**config.mk**
```make
export PLATFORM = sky130hd
export DESIGN_NAME = ict_sequencer
export DESIGN_NICKNAME = d
export VERILOG_FILES = /design/src/hdl/ict_pkg.sv /design/src/hdl/ict_sequencer.sv /design/src/hdl/ict_cycle_table.sv
export VERILOG_INCLUDE_DIRS = /design/src /design/src/hdl
export SDC_FILE = /design/constraint.sdc
export NUM_CORES = 1
export LEC_CHECK = 0
export ABC_AREA = 1
export BUFFER_PORTS_ARGS = -buffer_cell sky130_fd_sc_hd__buf_2
export CORE_UTILIZATION = 55
export CTS_CLUSTER_DIAMETER = 40
export DETAILED_ROUTE_END_ITERATION = 10
export GPL_TIMING_DRIVEN = 1
export PLACE_DENSITY = 0.76
export SYNTH_ARGS = -nofsm -noshare
export SYNTH_HDL_FRONTEND = slang
export SYNTH_HIERARCHICAL = 1
export SYNTH_SLANG_ARGS = --single-unit
```
**constraint.sdc**
```tcl
create_clock -name clk -period 3 [get_ports clk]
set_input_delay 0.15 -clock clk [delete_from_list [all_inputs] [get_ports clk]]
set_output_delay 0.15 -clock clk [all_outputs]
set_load 0.02 [all_outputs]
```
**src/hdl/ict_defs.svh**
```systemverilog
// Timing constants for the instruction cycle timing sequencer.
// Assumes one core clock; every T-state is a whole number of core clocks.
`ifndef ICT_DEFS_SVH
`define ICT_DEFS_SVH

// ************************************************************
// Clock and T-state
// ************************************************************
`define ICT_CLK_NS 40
`define ICT_TSTATE_NS 40
// Clocks per T-state, rounded up, never below one
`define ICT_TS_CYC (((`ICT_TSTATE_NS + `ICT_CLK_NS - 1) / `ICT_CLK_NS) < 1 ? 1 : \
	((`ICT_TSTATE_NS + `ICT_CLK_NS - 1) / `ICT_CLK_NS))

// ************************************************************
// Machine cycle lengths in T-states (I/O base excludes its own wait)
// ************************************************************
`define ICT_M1_LEN 4
`define ICT_MEM_LEN 3
`define ICT_IO_BASE 3
`define ICT_LONG_LEN 5
`define ICT_SHORT_LEN 2
`define ICT_TINY_LEN 1
`define ICT_WAIT_SLOT 1

// ************************************************************
// Instruction totals in T-states with no requested waits
// ************************************************************
`define ICT_ST_JP_HL 4
`define ICT_ST_JP_IDX 6
`define ICT_ST_XFER 9
`define ICT_ST_BLK_IO 18
`define ICT_ST_JP_DIR 10
`define ICT_ST_JR_MET 12
`define ICT_ST_JR_NOT 7
`define ICT_ST_CALL_MET 17
`define ICT_ST_CALL_NOT 10

`endif

```
**src/hdl/ict_pkg.sv**
```systemverilog
// Types for the instruction cycle timing sequencer.
// Assumes ict_defs.svh holds the numbers.
package ict_pkg;

	// ************************************************************
	// Instruction timing classes
	// ************************************************************
	typedef enum logic [2:0] {
		ICT_JP_HL,
		ICT_JP_IDX,
		ICT_XFER_IV,
		ICT_XFER_RF,
		ICT_BLK_IO,
		ICT_JP_DIR,
		ICT_JR,
		ICT_CALL
	} ict_class_e;

	typedef enum logic {
		ICT_IDLE,
		ICT_RUN
	} ict_state_e;

	// Whole state of the sequencer
	typedef struct packed {
		ict_state_e st;
		ict_class_e cls;
		logic cond;
		logic [3:0] div;
		logic [2:0] m_idx;
		logic [2:0] t_idx;
		logic auto_pend;
		logic in_wait;
		logic io;
		logic busy;
		logic done;
		logic [7:0] states;
		logic [7:0] waits;
		logic [2:0] bytes;
		logic [4:0] base;
	} ict_seq_s;

endpackage : ict_pkg

```
**src/hdl/ict_sequencer.sv**
```systemverilog
// Instruction cycle timing sequencer: steps T-states and machine cycles of one
// instruction, inserting automatic and requested wait states.
// Assumes start, class, condition and wait request are synchronous to clk.
`timescale 1ns/1ps
`include "ict_defs.svh"

module ict_sequencer (
	input wire logic clk,
	input wire logic reset_n,
	input wire logic start,
	input wire ict_pkg::ict_class_e op_class,
	input wire logic cond_met,
	input wire logic wait_req,
	output logic busy,
	output logic done,
	output logic [2:0] m_cycle,
	output logic [2:0] t_state,
	output logic in_wait,
	output logic io_cycle,
	output logic [7:0] states_total,
	output logic [7:0] waits_total,
	output logic [2:0] instr_bytes,
	output logic [4:0] base_states
);
	import ict_pkg::*;

	ict_seq_s s_q;
	ict_seq_s s_d;
	logic tick;
	logic [2:0] cur_len;
	logic [2:0] cur_mcnt;
	logic [2:0] nx_bytes;
	logic [2:0] nx_len_unused;
	logic [2:0] nx_mcnt_unused;
	logic [4:0] cur_total_unused;
	logic [2:0] cur_bytes_unused;
	logic cur_io_unused;
	logic nx_io;
	logic [4:0] nx_base;
	ict_class_e nx_cls;
	logic nx_cond;
	logic [2:0] nx_m;

	// ************************************************************
	// Table lookups: current machine cycle, and the one to come
	// ************************************************************
	ict_cycle_table u_cur (
		.cls(s_q.cls),
		.cond(s_q.cond),
		.m_idx(s_q.m_idx),
		.bytes(cur_bytes_unused),
		.mcnt(cur_mcnt),
		.len(cur_len),
		.io(cur_io_unused),
		.total(cur_total_unused)
	);

	// While idle the second lookup previews the incoming instruction
	assign nx_cls = (s_q.st == ICT_RUN) ? s_q.cls : op_class;
	assign nx_cond = (s_q.st == ICT_RUN) ? s_q.cond : cond_met;
	assign nx_m = (s_q.st == ICT_RUN) ? 3'(s_q.m_idx + 3'h1) : 3'h0;

	ict_cycle_table u_nxt (
		.cls(nx_cls),
		.cond(nx_cond),
		.m_idx(nx_m),
		.bytes(nx_bytes),
		.mcnt(nx_mcnt_unused),
		.len(nx_len_unused),
		.io(nx_io),
		.total(nx_base)
	);

	// T-state enable from the clock divider
	assign tick = (s_q.div == 4'(`ICT_TS_CYC - 1));

	// ************************************************************
	// Next state
	// ************************************************************
	always_comb begin
		s_d = s_q;
		s_d.done = 1'b0;
		case (s_q.st)
			ICT_IDLE: begin
				s_d.div = 4'h0;
				// Flags are taken as the instruction starts, so the path is fixed
				if (start) begin
					s_d.st = ICT_RUN;
					s_d.cls = op_class;
					s_d.cond = cond_met;
					s_d.m_idx = 3'h0;
					s_d.t_idx = 3'h0;
					s_d.auto_pend = nx_io;
					s_d.io = nx_io;
					s_d.in_wait = 1'b0;
					s_d.busy = 1'b1;
					s_d.states = 8'h00;
					s_d.waits = 8'h00;
					s_d.bytes = nx_bytes;
					s_d.base = nx_base;
				end
			end
			ICT_RUN: begin
				s_d.div = tick ? 4'h0 : 4'(s_q.div + 4'h1);
				if (tick) begin
					s_d.states = 8'(s_q.states + 8'h01);
					// Wait slot after T2: automatic I/O wait first, then requested ones
					if (s_q.t_idx == 3'(`ICT_WAIT_SLOT) && (s_q.auto_pend || wait_req)) begin
						s_d.in_wait = 1'b1;
						s_d.auto_pend = 1'b0;
						s_d.waits = 8'(s_q.waits + 8'h01);
					end else begin
						s_d.in_wait = 1'b0;
						if (s_q.t_idx == 3'(cur_len - 3'h1)) begin
							if (s_q.m_idx == 3'(cur_mcnt - 3'h1)) begin
								s_d.st = ICT_IDLE;
								s_d.busy = 1'b0;
								s_d.done = 1'b1;
								s_d.io = 1'b0;
							end else begin
								s_d.m_idx = 3'(s_q.m_idx + 3'h1);
								s_d.t_idx = 3'h0;
								s_d.auto_pend = nx_io;
								s_d.io = nx_io;
							end
						end else begin
							s_d.t_idx = 3'(s_q.t_idx + 3'h1);
						end
					end
				end
			end
			default: begin
				s_d.st = ICT_IDLE;
				s_d.busy = 1'b0;
			end
		endcase
	end

	// ************************************************************
	// State register
	// ************************************************************
	always_ff @(posedge clk or negedge reset_n) begin
		if (!reset_n) begin
			s_q <= '0;
		end else begin
			s_q <= s_d;
		end
	end

	// Outputs come straight from the state register
	assign busy = s_q.busy;
	assign done = s_q.done;
	assign m_cycle = s_q.m_idx;
	assign t_state = s_q.t_idx;
	assign in_wait = s_q.in_wait;
	assign io_cycle = s_q.io;
	assign states_total = s_q.states;
	assign waits_total = s_q.waits;
	assign instr_bytes = s_q.bytes;
	assign base_states = s_q.base;
endmodule : ict_sequencer

```
**src/hdl/ict_cycle_table.sv**
```systemverilog
// Lookup of bytes, machine cycles and per-cycle T-state lengths per class.
// Assumes the caller holds the class, condition and machine cycle index.
`timescale 1ns/1ps
`include "ict_defs.svh"

module ict_cycle_table (
	input wire ict_pkg::ict_class_e cls,
	input wire logic cond,
	input wire logic [2:0] m_idx,
	output logic [2:0] bytes,
	output logic [2:0] mcnt,
	output logic [2:0] len,
	output logic io,
	output logic [4:0] total
);
	import ict_pkg::*;

	// Five three-bit lengths, machine cycle 0 in the low bits
	logic [14:0] lens;
	logic [2:0] io_m;
	logic has_io;

	// ************************************************************
	// Class decode; met and unmet conditions take separate paths
	// ************************************************************
	always_comb begin
		lens = 15'h0000;
		io_m = 3'h0;
		has_io = 1'b0;
		bytes = 3'h1;
		mcnt = 3'h1;
		total = 5'(`ICT_ST_JP_HL);
		case (cls)
			ICT_JP_HL: begin
				lens = {12'h000, 3'(`ICT_M1_LEN)};
			end
			ICT_JP_IDX: begin
				bytes = 3'h2;
				mcnt = 3'h2;
				lens = {9'h000, 3'(`ICT_SHORT_LEN), 3'(`ICT_M1_LEN)};
				total = 5'(`ICT_ST_JP_IDX);
			end
			ICT_XFER_IV, ICT_XFER_RF: begin
				bytes = 3'h2;
				mcnt = 3'h2;
				lens = {9'h000, 3'(`ICT_LONG_LEN), 3'(`ICT_M1_LEN)};
				total = 5'(`ICT_ST_XFER);
			end
			ICT_BLK_IO: begin
				bytes = 3'h2;
				mcnt = 3'h4;
				lens = {3'h0, 3'(`ICT_LONG_LEN), 3'(`ICT_IO_BASE), 3'(`ICT_LONG_LEN),
					3'(`ICT_M1_LEN)};
				io_m = 3'h2;
				has_io = 1'b1;
				total = 5'(`ICT_ST_BLK_IO);
			end
			ICT_JP_DIR: begin
				bytes = 3'h3;
				mcnt = 3'h3;
				lens = {6'h00, 3'(`ICT_MEM_LEN), 3'(`ICT_MEM_LEN), 3'(`ICT_M1_LEN)};
				total = 5'(`ICT_ST_JP_DIR);
			end
			ICT_JR: begin
				bytes = 3'h2;
				mcnt = 3'h3;
				if (cond) begin
					lens = {6'h00, 3'(`ICT_LONG_LEN), 3'(`ICT_MEM_LEN), 3'(`ICT_M1_LEN)};
					total = 5'(`ICT_ST_JR_MET);
				end else begin
					lens = {6'h00, 3'(`ICT_TINY_LEN), 3'(`ICT_SHORT_LEN), 3'(`ICT_M1_LEN)};
					total = 5'(`ICT_ST_JR_NOT);
				end
			end
			ICT_CALL: begin
				bytes = 3'h3;
				if (cond) begin
					mcnt = 3'h5;
					lens = {3'(`ICT_MEM_LEN), 3'(`ICT_MEM_LEN), 3'(`ICT_M1_LEN), 3'(`ICT_MEM_LEN),
						3'(`ICT_M1_LEN)};
					total = 5'(`ICT_ST_CALL_MET);
				end else begin
					mcnt = 3'h3;
					lens = {6'h00, 3'(`ICT_MEM_LEN), 3'(`ICT_MEM_LEN), 3'(`ICT_M1_LEN)};
					total = 5'(`ICT_ST_CALL_NOT);
				end
			end
			default: begin
				lens = {12'h000, 3'(`ICT_M1_LEN)};
			end
		endcase
	end

	// Length and I/O flag of the selected machine cycle; out of range reads as zero
	always_comb begin
		len = 3'h0;
		if (m_idx < 3'h5) begin
			len = lens[m_idx * 3 +: 3];
		end
		io = has_io && (m_idx == io_m);
	end

endmodule : ict_cycle_table

```
**Word level (Yosys, flattened, before mapping)**

Cells that the tools add are included.
Widths: inputs -> output; s select.

- Word-level logic and storage cells: 112
- Bits of input ports: 8
- Flip-flop bits (word level): 44
- Output and inout bits: 34

- Bitwise gates (word level): 1
- Order comparisons: 1
- Mux-type cells: 39
- $add $sub $neg: 7
- Reductions and logical operators: 19
- Multiply operators: 1
- Equality and inequality tests: 28
- Shift operators: 1

Operators with widths:

| cell | count |
|---|---|
| $pmux 15 s7 | 1 |
| $pmux 16 s2 | 1 |
| $pmux 5 s6 | 1 |
| $pmux 14 s2 | 1 |
| $mux 27 | 1 |
| $eq 3x3->1 const B | 8 |
| $mux 24 | 1 |
| $mux 3 | 8 |
| $add 8x1->8 const B | 2 |
| $shiftx 15x6->3 | 1 |
| $mux 14 | 1 |
| $eq 3x2->1 const B | 4 |
| $pmux 3 s4 | 1 |
| $reduce_and 4->1 | 3 |
| $mux 10 | 1 |
| $mux 5 | 2 |
| $reduce_and 5->1 | 2 |
| $eq 3x1->1 const B | 3 |
| $mux 1 | 9 |
| $mux 9 | 1 |
| $mux 4 | 2 |
| $mux 8 | 1 |
| $ne 2x1->1 const B | 4 |
| $reduce_or 2->1 | 4 |
| 24 further kinds | 34 |

**Longest topological paths before layout**

- Depth in word-level cells: 11
- Depth in mapped cells: 20

**By module**

Netlist, hierarchy kept.

Modules (own cells, without submodules):

| module | instances | cells an instance | area an instance (sq um) | seq. area each (sq um) |
|---|---|---|---|---|
| ict_sequencer | 1 | 345 | 2637.5 | 1101.1 |
| ict_cycle_table (u_cur) | 1 | 60 | 320.3 | 0.0 |
| ict_cycle_table (u_nxt) | 1 | 60 | 284.0 | 0.0 |

**Worst setup path before layout**

OpenSTA, ideal clock, no wires.

- Path type: flip-flop to flip-flop
- Start: reg s_q[42] (netlist name)
- End: reg s_q (netlist bit m_cycle[0])
- Clock period less this slack: 2.231 ns
- Arrival time: 2.113 ns
- Setup slack: 0.769 ns
- Cell stages (with the launch flop): 21
- Setup time: 0.117 ns
- Data required time: 2.883 ns
- Path buffers: 1
- Cells stage by stage: dfrtp_1 -> buf_4 -> nand2_1 -> inv_1 -> nand2_4 -> nand3_2 -> nand2_1 -> clkinv_1 -> nand2_2 -> a21oi_2 -> inv_1 -> ha_1 -> inv_1 -> nand2_1 -> nand2_1 -> nor2_2 -> nand3_2 -> nand2_2 -> nand3_2 -> nand2_1 -> nand2_1

- Longest elaborated chain between the ends: 9
- Elaborated cells between the ends (all ways): 22
- Classes of those cells: 2 x add/sub; 11 x eq/ne; 1 x shift; 3 x mux; 5 x reduce/logical

RTL lines:

| item | RTL line | text |
|---|---|---|
| start, declared | ict_sequencer.sv:27 | `ict_seq_s s_q;` |
| start signal, assigned | ict_sequencer.sv:144 | `s_q <= '0;` |
| start signal, assigned | ict_sequencer.sv:146 | `s_q <= s_d;` |
| $eq 3x2->1 | ict_cycle_table.sv:33 | `case (cls)` |
| $reduce_or 2->1 | ict_cycle_table.sv:33 |  |
| $pmux 15 s7 (*) | ict_cycle_table.sv:33 |  |
| $shiftx 15x6->3 (*) | ict_cycle_table.sv:98 | `len = lens[m_idx * 3 +: 3];` |
| $mux 3 (*) | ict_cycle_table.sv:97 | `if (m_idx < 3'h5) begin` |
| named net cur_len[0] | ict_sequencer.sv:30 | `logic [2:0] cur_len;` |
| $sub 3x1->3 (*) | ict_sequencer.sv:114 | `if (s_q.t_idx == 3'(cur_len - 3'h1)) begin` |
| $eq 3x3->1 (*) | ict_sequencer.sv:114 |  |
| $ne 2x1->1 (no source line) (*) | -- |  |
| $reduce_and 5->1 (no source line) (*) | -- |  |

The timed path passes the listed nets; every way through them passes the cells marked *. The select of a mux whose other input is x is not followed.
A chain may end at the register's enable or synchronous reset.

**Worst setup path in the final report**

- Start: reg s_q[42] (netlist name)
- End: reg s_q (netlist bit m_cycle[2])

The elaborated chain is that of the path after synthesis.

==> impl_metrics.ini <==
[sta]
timing.slew.headroom_pct = 34.3
slew_viol_final = 0
timing.hold.ws_ps = -10.1
finalSetupViolations = 0
achievable-frequency_mhz = 403
tcrit_tclk_final_pct = 82.8
setup-tns-final_ps = 0
final_count_of_hold_timing_violations = 17
tightest_slew_ps = 985
postLayoutSetupSlackWorst_ps = 517
clock_skew_ps = 12.8
rsz0062_at_grt = false
final.min_clock_period_ps = 2480

[setup_path]
critical_path_arrival_ps = 2690
cp_common_cell = sky130_fd_sc_hd__nand2_1
worst-r2r-setup-slack_ps = 520
slowest_delay_ps = 530
cpLargestDelayFamily = simple AND/OR/NAND/NOR gates
sort_of_element_at_the_start_of_the_critical_path = flop
end_kind = flop
critical_path_buf_inv_count = 4
worst_setup_path_startpoint = s_q[42]
crit_path_cell_trace = nand2_1, inv_1, nand2_4, nand3_2, nand2_1, clkinv_1, nand2_2, a21oi_2, inv_1, ha_1, inv_1, nand2_1, nand2_1, nor2_2, nand3_2, nand2_2, nand3_2, nand2_1, nand2_1
worst_r2r_endpoint = m_cycle[2]
worst_r2r_startpoint = s_q[42]
worst_r2r_path_depth = 19
critical_path_required_ps = 3200
timing.critical_path.slowest_stage_cell = sky130_fd_sc_hd__dfrtp_1
critical_path_peak_fanout = 9
setup.worst_path.class = reg -> reg

[clock_network]
post_cts_hold_buffer_count = 0
htree_num_levels = 2
clkSlewWorstSetupHoldPaths_ps = 100
cts.repair.resized = 0
root_buffer = sky130_fd_sc_hd__clkbuf_8
insertion_delay_ps = 310
post_cts_setup_buffer_count = 0
cts_made_buffers = 5
cts_tree = yes
clk_path_buf_depth = 2
cts_num_sinks = 44

[power_and_ir_drop]
p_seq_share_pct = 28.1
net-switching-power_mw = 2.01
power_switching_share_pct = 51.2
power.density_nw_per_um2 = 1220
maximum_vdd_drop_mv = 0.471
p_comb_share_pct = 59.8
power.clock.fraction_pct = 12.1
power.internal_mw = 1.92
design_power_total_mw = 3.92
static-leakage-power_nw = 1.86

[placed_design]
post-dp-hpwl_um = 4420
placed_cells = 502
number_of_port_buffers = 41
gp_routability_congestion = 0.892
setup_slack_after_placement_ps = 533

[logic_synthesis]
post_synth_inst_count = 425
ys_warn_count = 6
synthesis.area_per_instance_um2 = 7.19
synth_fp_nets = 442
netlist_area_before_placement_um2 = 3050

[routing]
first_pass_iteration_count_of_the_detailed_router = 4
routed.top_layer = met4
dr_total_vias = 2493
post_drt_wl_per_cell_um = 11.6
routed_wl_um = 5920
drt-vias-per-instance = 4.89
detail_route.drc_violations = 0
m1WireLength_um = 2900
ant_nets = 0
drt_iter0_drc = 113
detailroute.wirelength.met3_um = 209
detailroute.wirelength.met2_um = 2740

[status]
failed_checks = negative hold slack
run_status = complete, but fails checks

[global_routing]
maximum_number_of_pins_on_one_net_before_global_route_repair = 45
grt_overflow = 0
grt_antenna_before_repair = 0
grt_first_pass_wirelength_um = 10200
first_global_vias = 2298
gr-usage-all-layers_pct = 21.4

[hold_path]
timing.hold.worst.class = in -> async

[cells_and_area]
finalNonFillerCells = 510
num_antenna_cells = 0
fillerInstances = 508
post_route_cells_drive_above_1_share_pct = 19.5
syn2layout_area_growth_pct = 5.37
ff_latch_area_um2 = 1100
final_nets = 456
multi_input_comb_area_um2 = 1410

[die]
core_area_um2 = 5240
io_pins = 42
die_area_um2 = 5860
placementRows = 26
floorplan.die.height_um = 76.5
start_util_pct = 58.3
fp.dieW_um = 76.5

[job]
max_cap_viol_count = 0
[worst register-to-register path, cell delays in order (launching register included)]
cell	delay, ps
sky130_fd_sc_hd__dfrtp_1	530
sky130_fd_sc_hd__nand2_1	160
sky130_fd_sc_hd__inv_1	140
sky130_fd_sc_hd__nand2_4	60
sky130_fd_sc_hd__nand3_2	50
sky130_fd_sc_hd__nand2_1	50
sky130_fd_sc_hd__clkinv_1	50
sky130_fd_sc_hd__nand2_2	40
sky130_fd_sc_hd__a21oi_2	130
sky130_fd_sc_hd__inv_1	70
sky130_fd_sc_hd__ha_1	290
sky130_fd_sc_hd__inv_1	40
sky130_fd_sc_hd__nand2_1	60
sky130_fd_sc_hd__nand2_1	60
sky130_fd_sc_hd__nor2_2	130
sky130_fd_sc_hd__nand3_2	150
sky130_fd_sc_hd__nand2_2	150
sky130_fd_sc_hd__nand3_2	100
sky130_fd_sc_hd__nand2_1	80
sky130_fd_sc_hd__nand2_1	50
[through the flow]
| stage | util, % | hold WS [ps] | cell area [um2] |
|---|---|---|---|
| global route | 61.4 | 84.2 | 3220 |
| CTS | 61.4 | 26.2 | 3220 |
| detailed placement | 59.2 | 369 | 3100 |
| floorplan | - | -146 | 3050 |
| finish | 61.4 | -10.1 | 3220 |
| global placement | 59.2 | 366 | 3100 |
[power groups by stage]
| stage | clock network (mW) | logic (mW) | registers [mW] |
|---|---|---|---|
| 2_1_floorplan | 0 | 2.08 | 1.07 |
| 3_3_place_gp | 0 | 2.29 | 1.11 |
| 3_5_place_dp | 0 | 2.34 | 1.11 |
| 4_1_cts | 0.490 | 2.35 | 1.10 |
| 5_1_grt | 0.508 | 2.68 | 1.14 |
| 6_report | 0.476 | 2.35 | 1.10 |
[worst max-delay path by stage]
stage                       to  slack [ps]  depth (start not counted)
finish              m_cycle[2]         520                         19
global route        m_cycle[2]         260                         19
CTS                 m_cycle[2]         510                         19
detailed placement  m_cycle[2]         530                         19
global placement    m_cycle[1]         630                         19
floorplan           m_cycle[0]         800                         20
[cells in the final DEF (no fill, tap or decap), types with 2 or more instances in the layout]
cell type,n
sky130_fd_sc_hd__a21oi_1,8
sky130_fd_sc_hd__a31oi_1,2
sky130_fd_sc_hd__buf_2,41
sky130_fd_sc_hd__buf_4,5
sky130_fd_sc_hd__clkbuf_8,5
sky130_fd_sc_hd__dfrtp_1,44
sky130_fd_sc_hd__ha_1,9
sky130_fd_sc_hd__inv_1,60
sky130_fd_sc_hd__inv_2,5
sky130_fd_sc_hd__nand2_1,127
sky130_fd_sc_hd__nand2_2,5
sky130_fd_sc_hd__nand2_4,6
sky130_fd_sc_hd__nand3_1,21
sky130_fd_sc_hd__nand3_2,4
sky130_fd_sc_hd__nand4_1,8
sky130_fd_sc_hd__nor2_1,31
sky130_fd_sc_hd__nor2_2,4
sky130_fd_sc_hd__nor2_4,2
sky130_fd_sc_hd__nor3_1,5
sky130_fd_sc_hd__o21ai_0,22
sky130_fd_sc_hd__xnor2_1,2
sky130_fd_sc_hd__xor2_1,3
[final cells by class]
class                   count  area share (%)
clock buffers               5            2.14
clock inverters             3            1.44
inverters                  68            8.13
multi-input cells         274            43.8
flip-flops and latches     44            34.2
well taps                  70            2.72
repair buffers             46            7.54
[routing by layer]
metal | GRT usage [%] | up-vias
met1 | 28.4 | 1129
met3 | 4.43 | 8
li1 | - | 1312
met2 | 35.0 | 44
met5 | 0 | -
met4 | 6.54 | 0
[sequential cells by signal, indices dropped and copies added, names as in the netlist]
register,cells
base_states,5
busy,1
done,1
in_wait,1
instr_bytes,3
io_cycle,1
m_cycle,3
s_q,10
states_total,8
t_state,3
waits_total,8
Power figures use the tool's default switching activity.
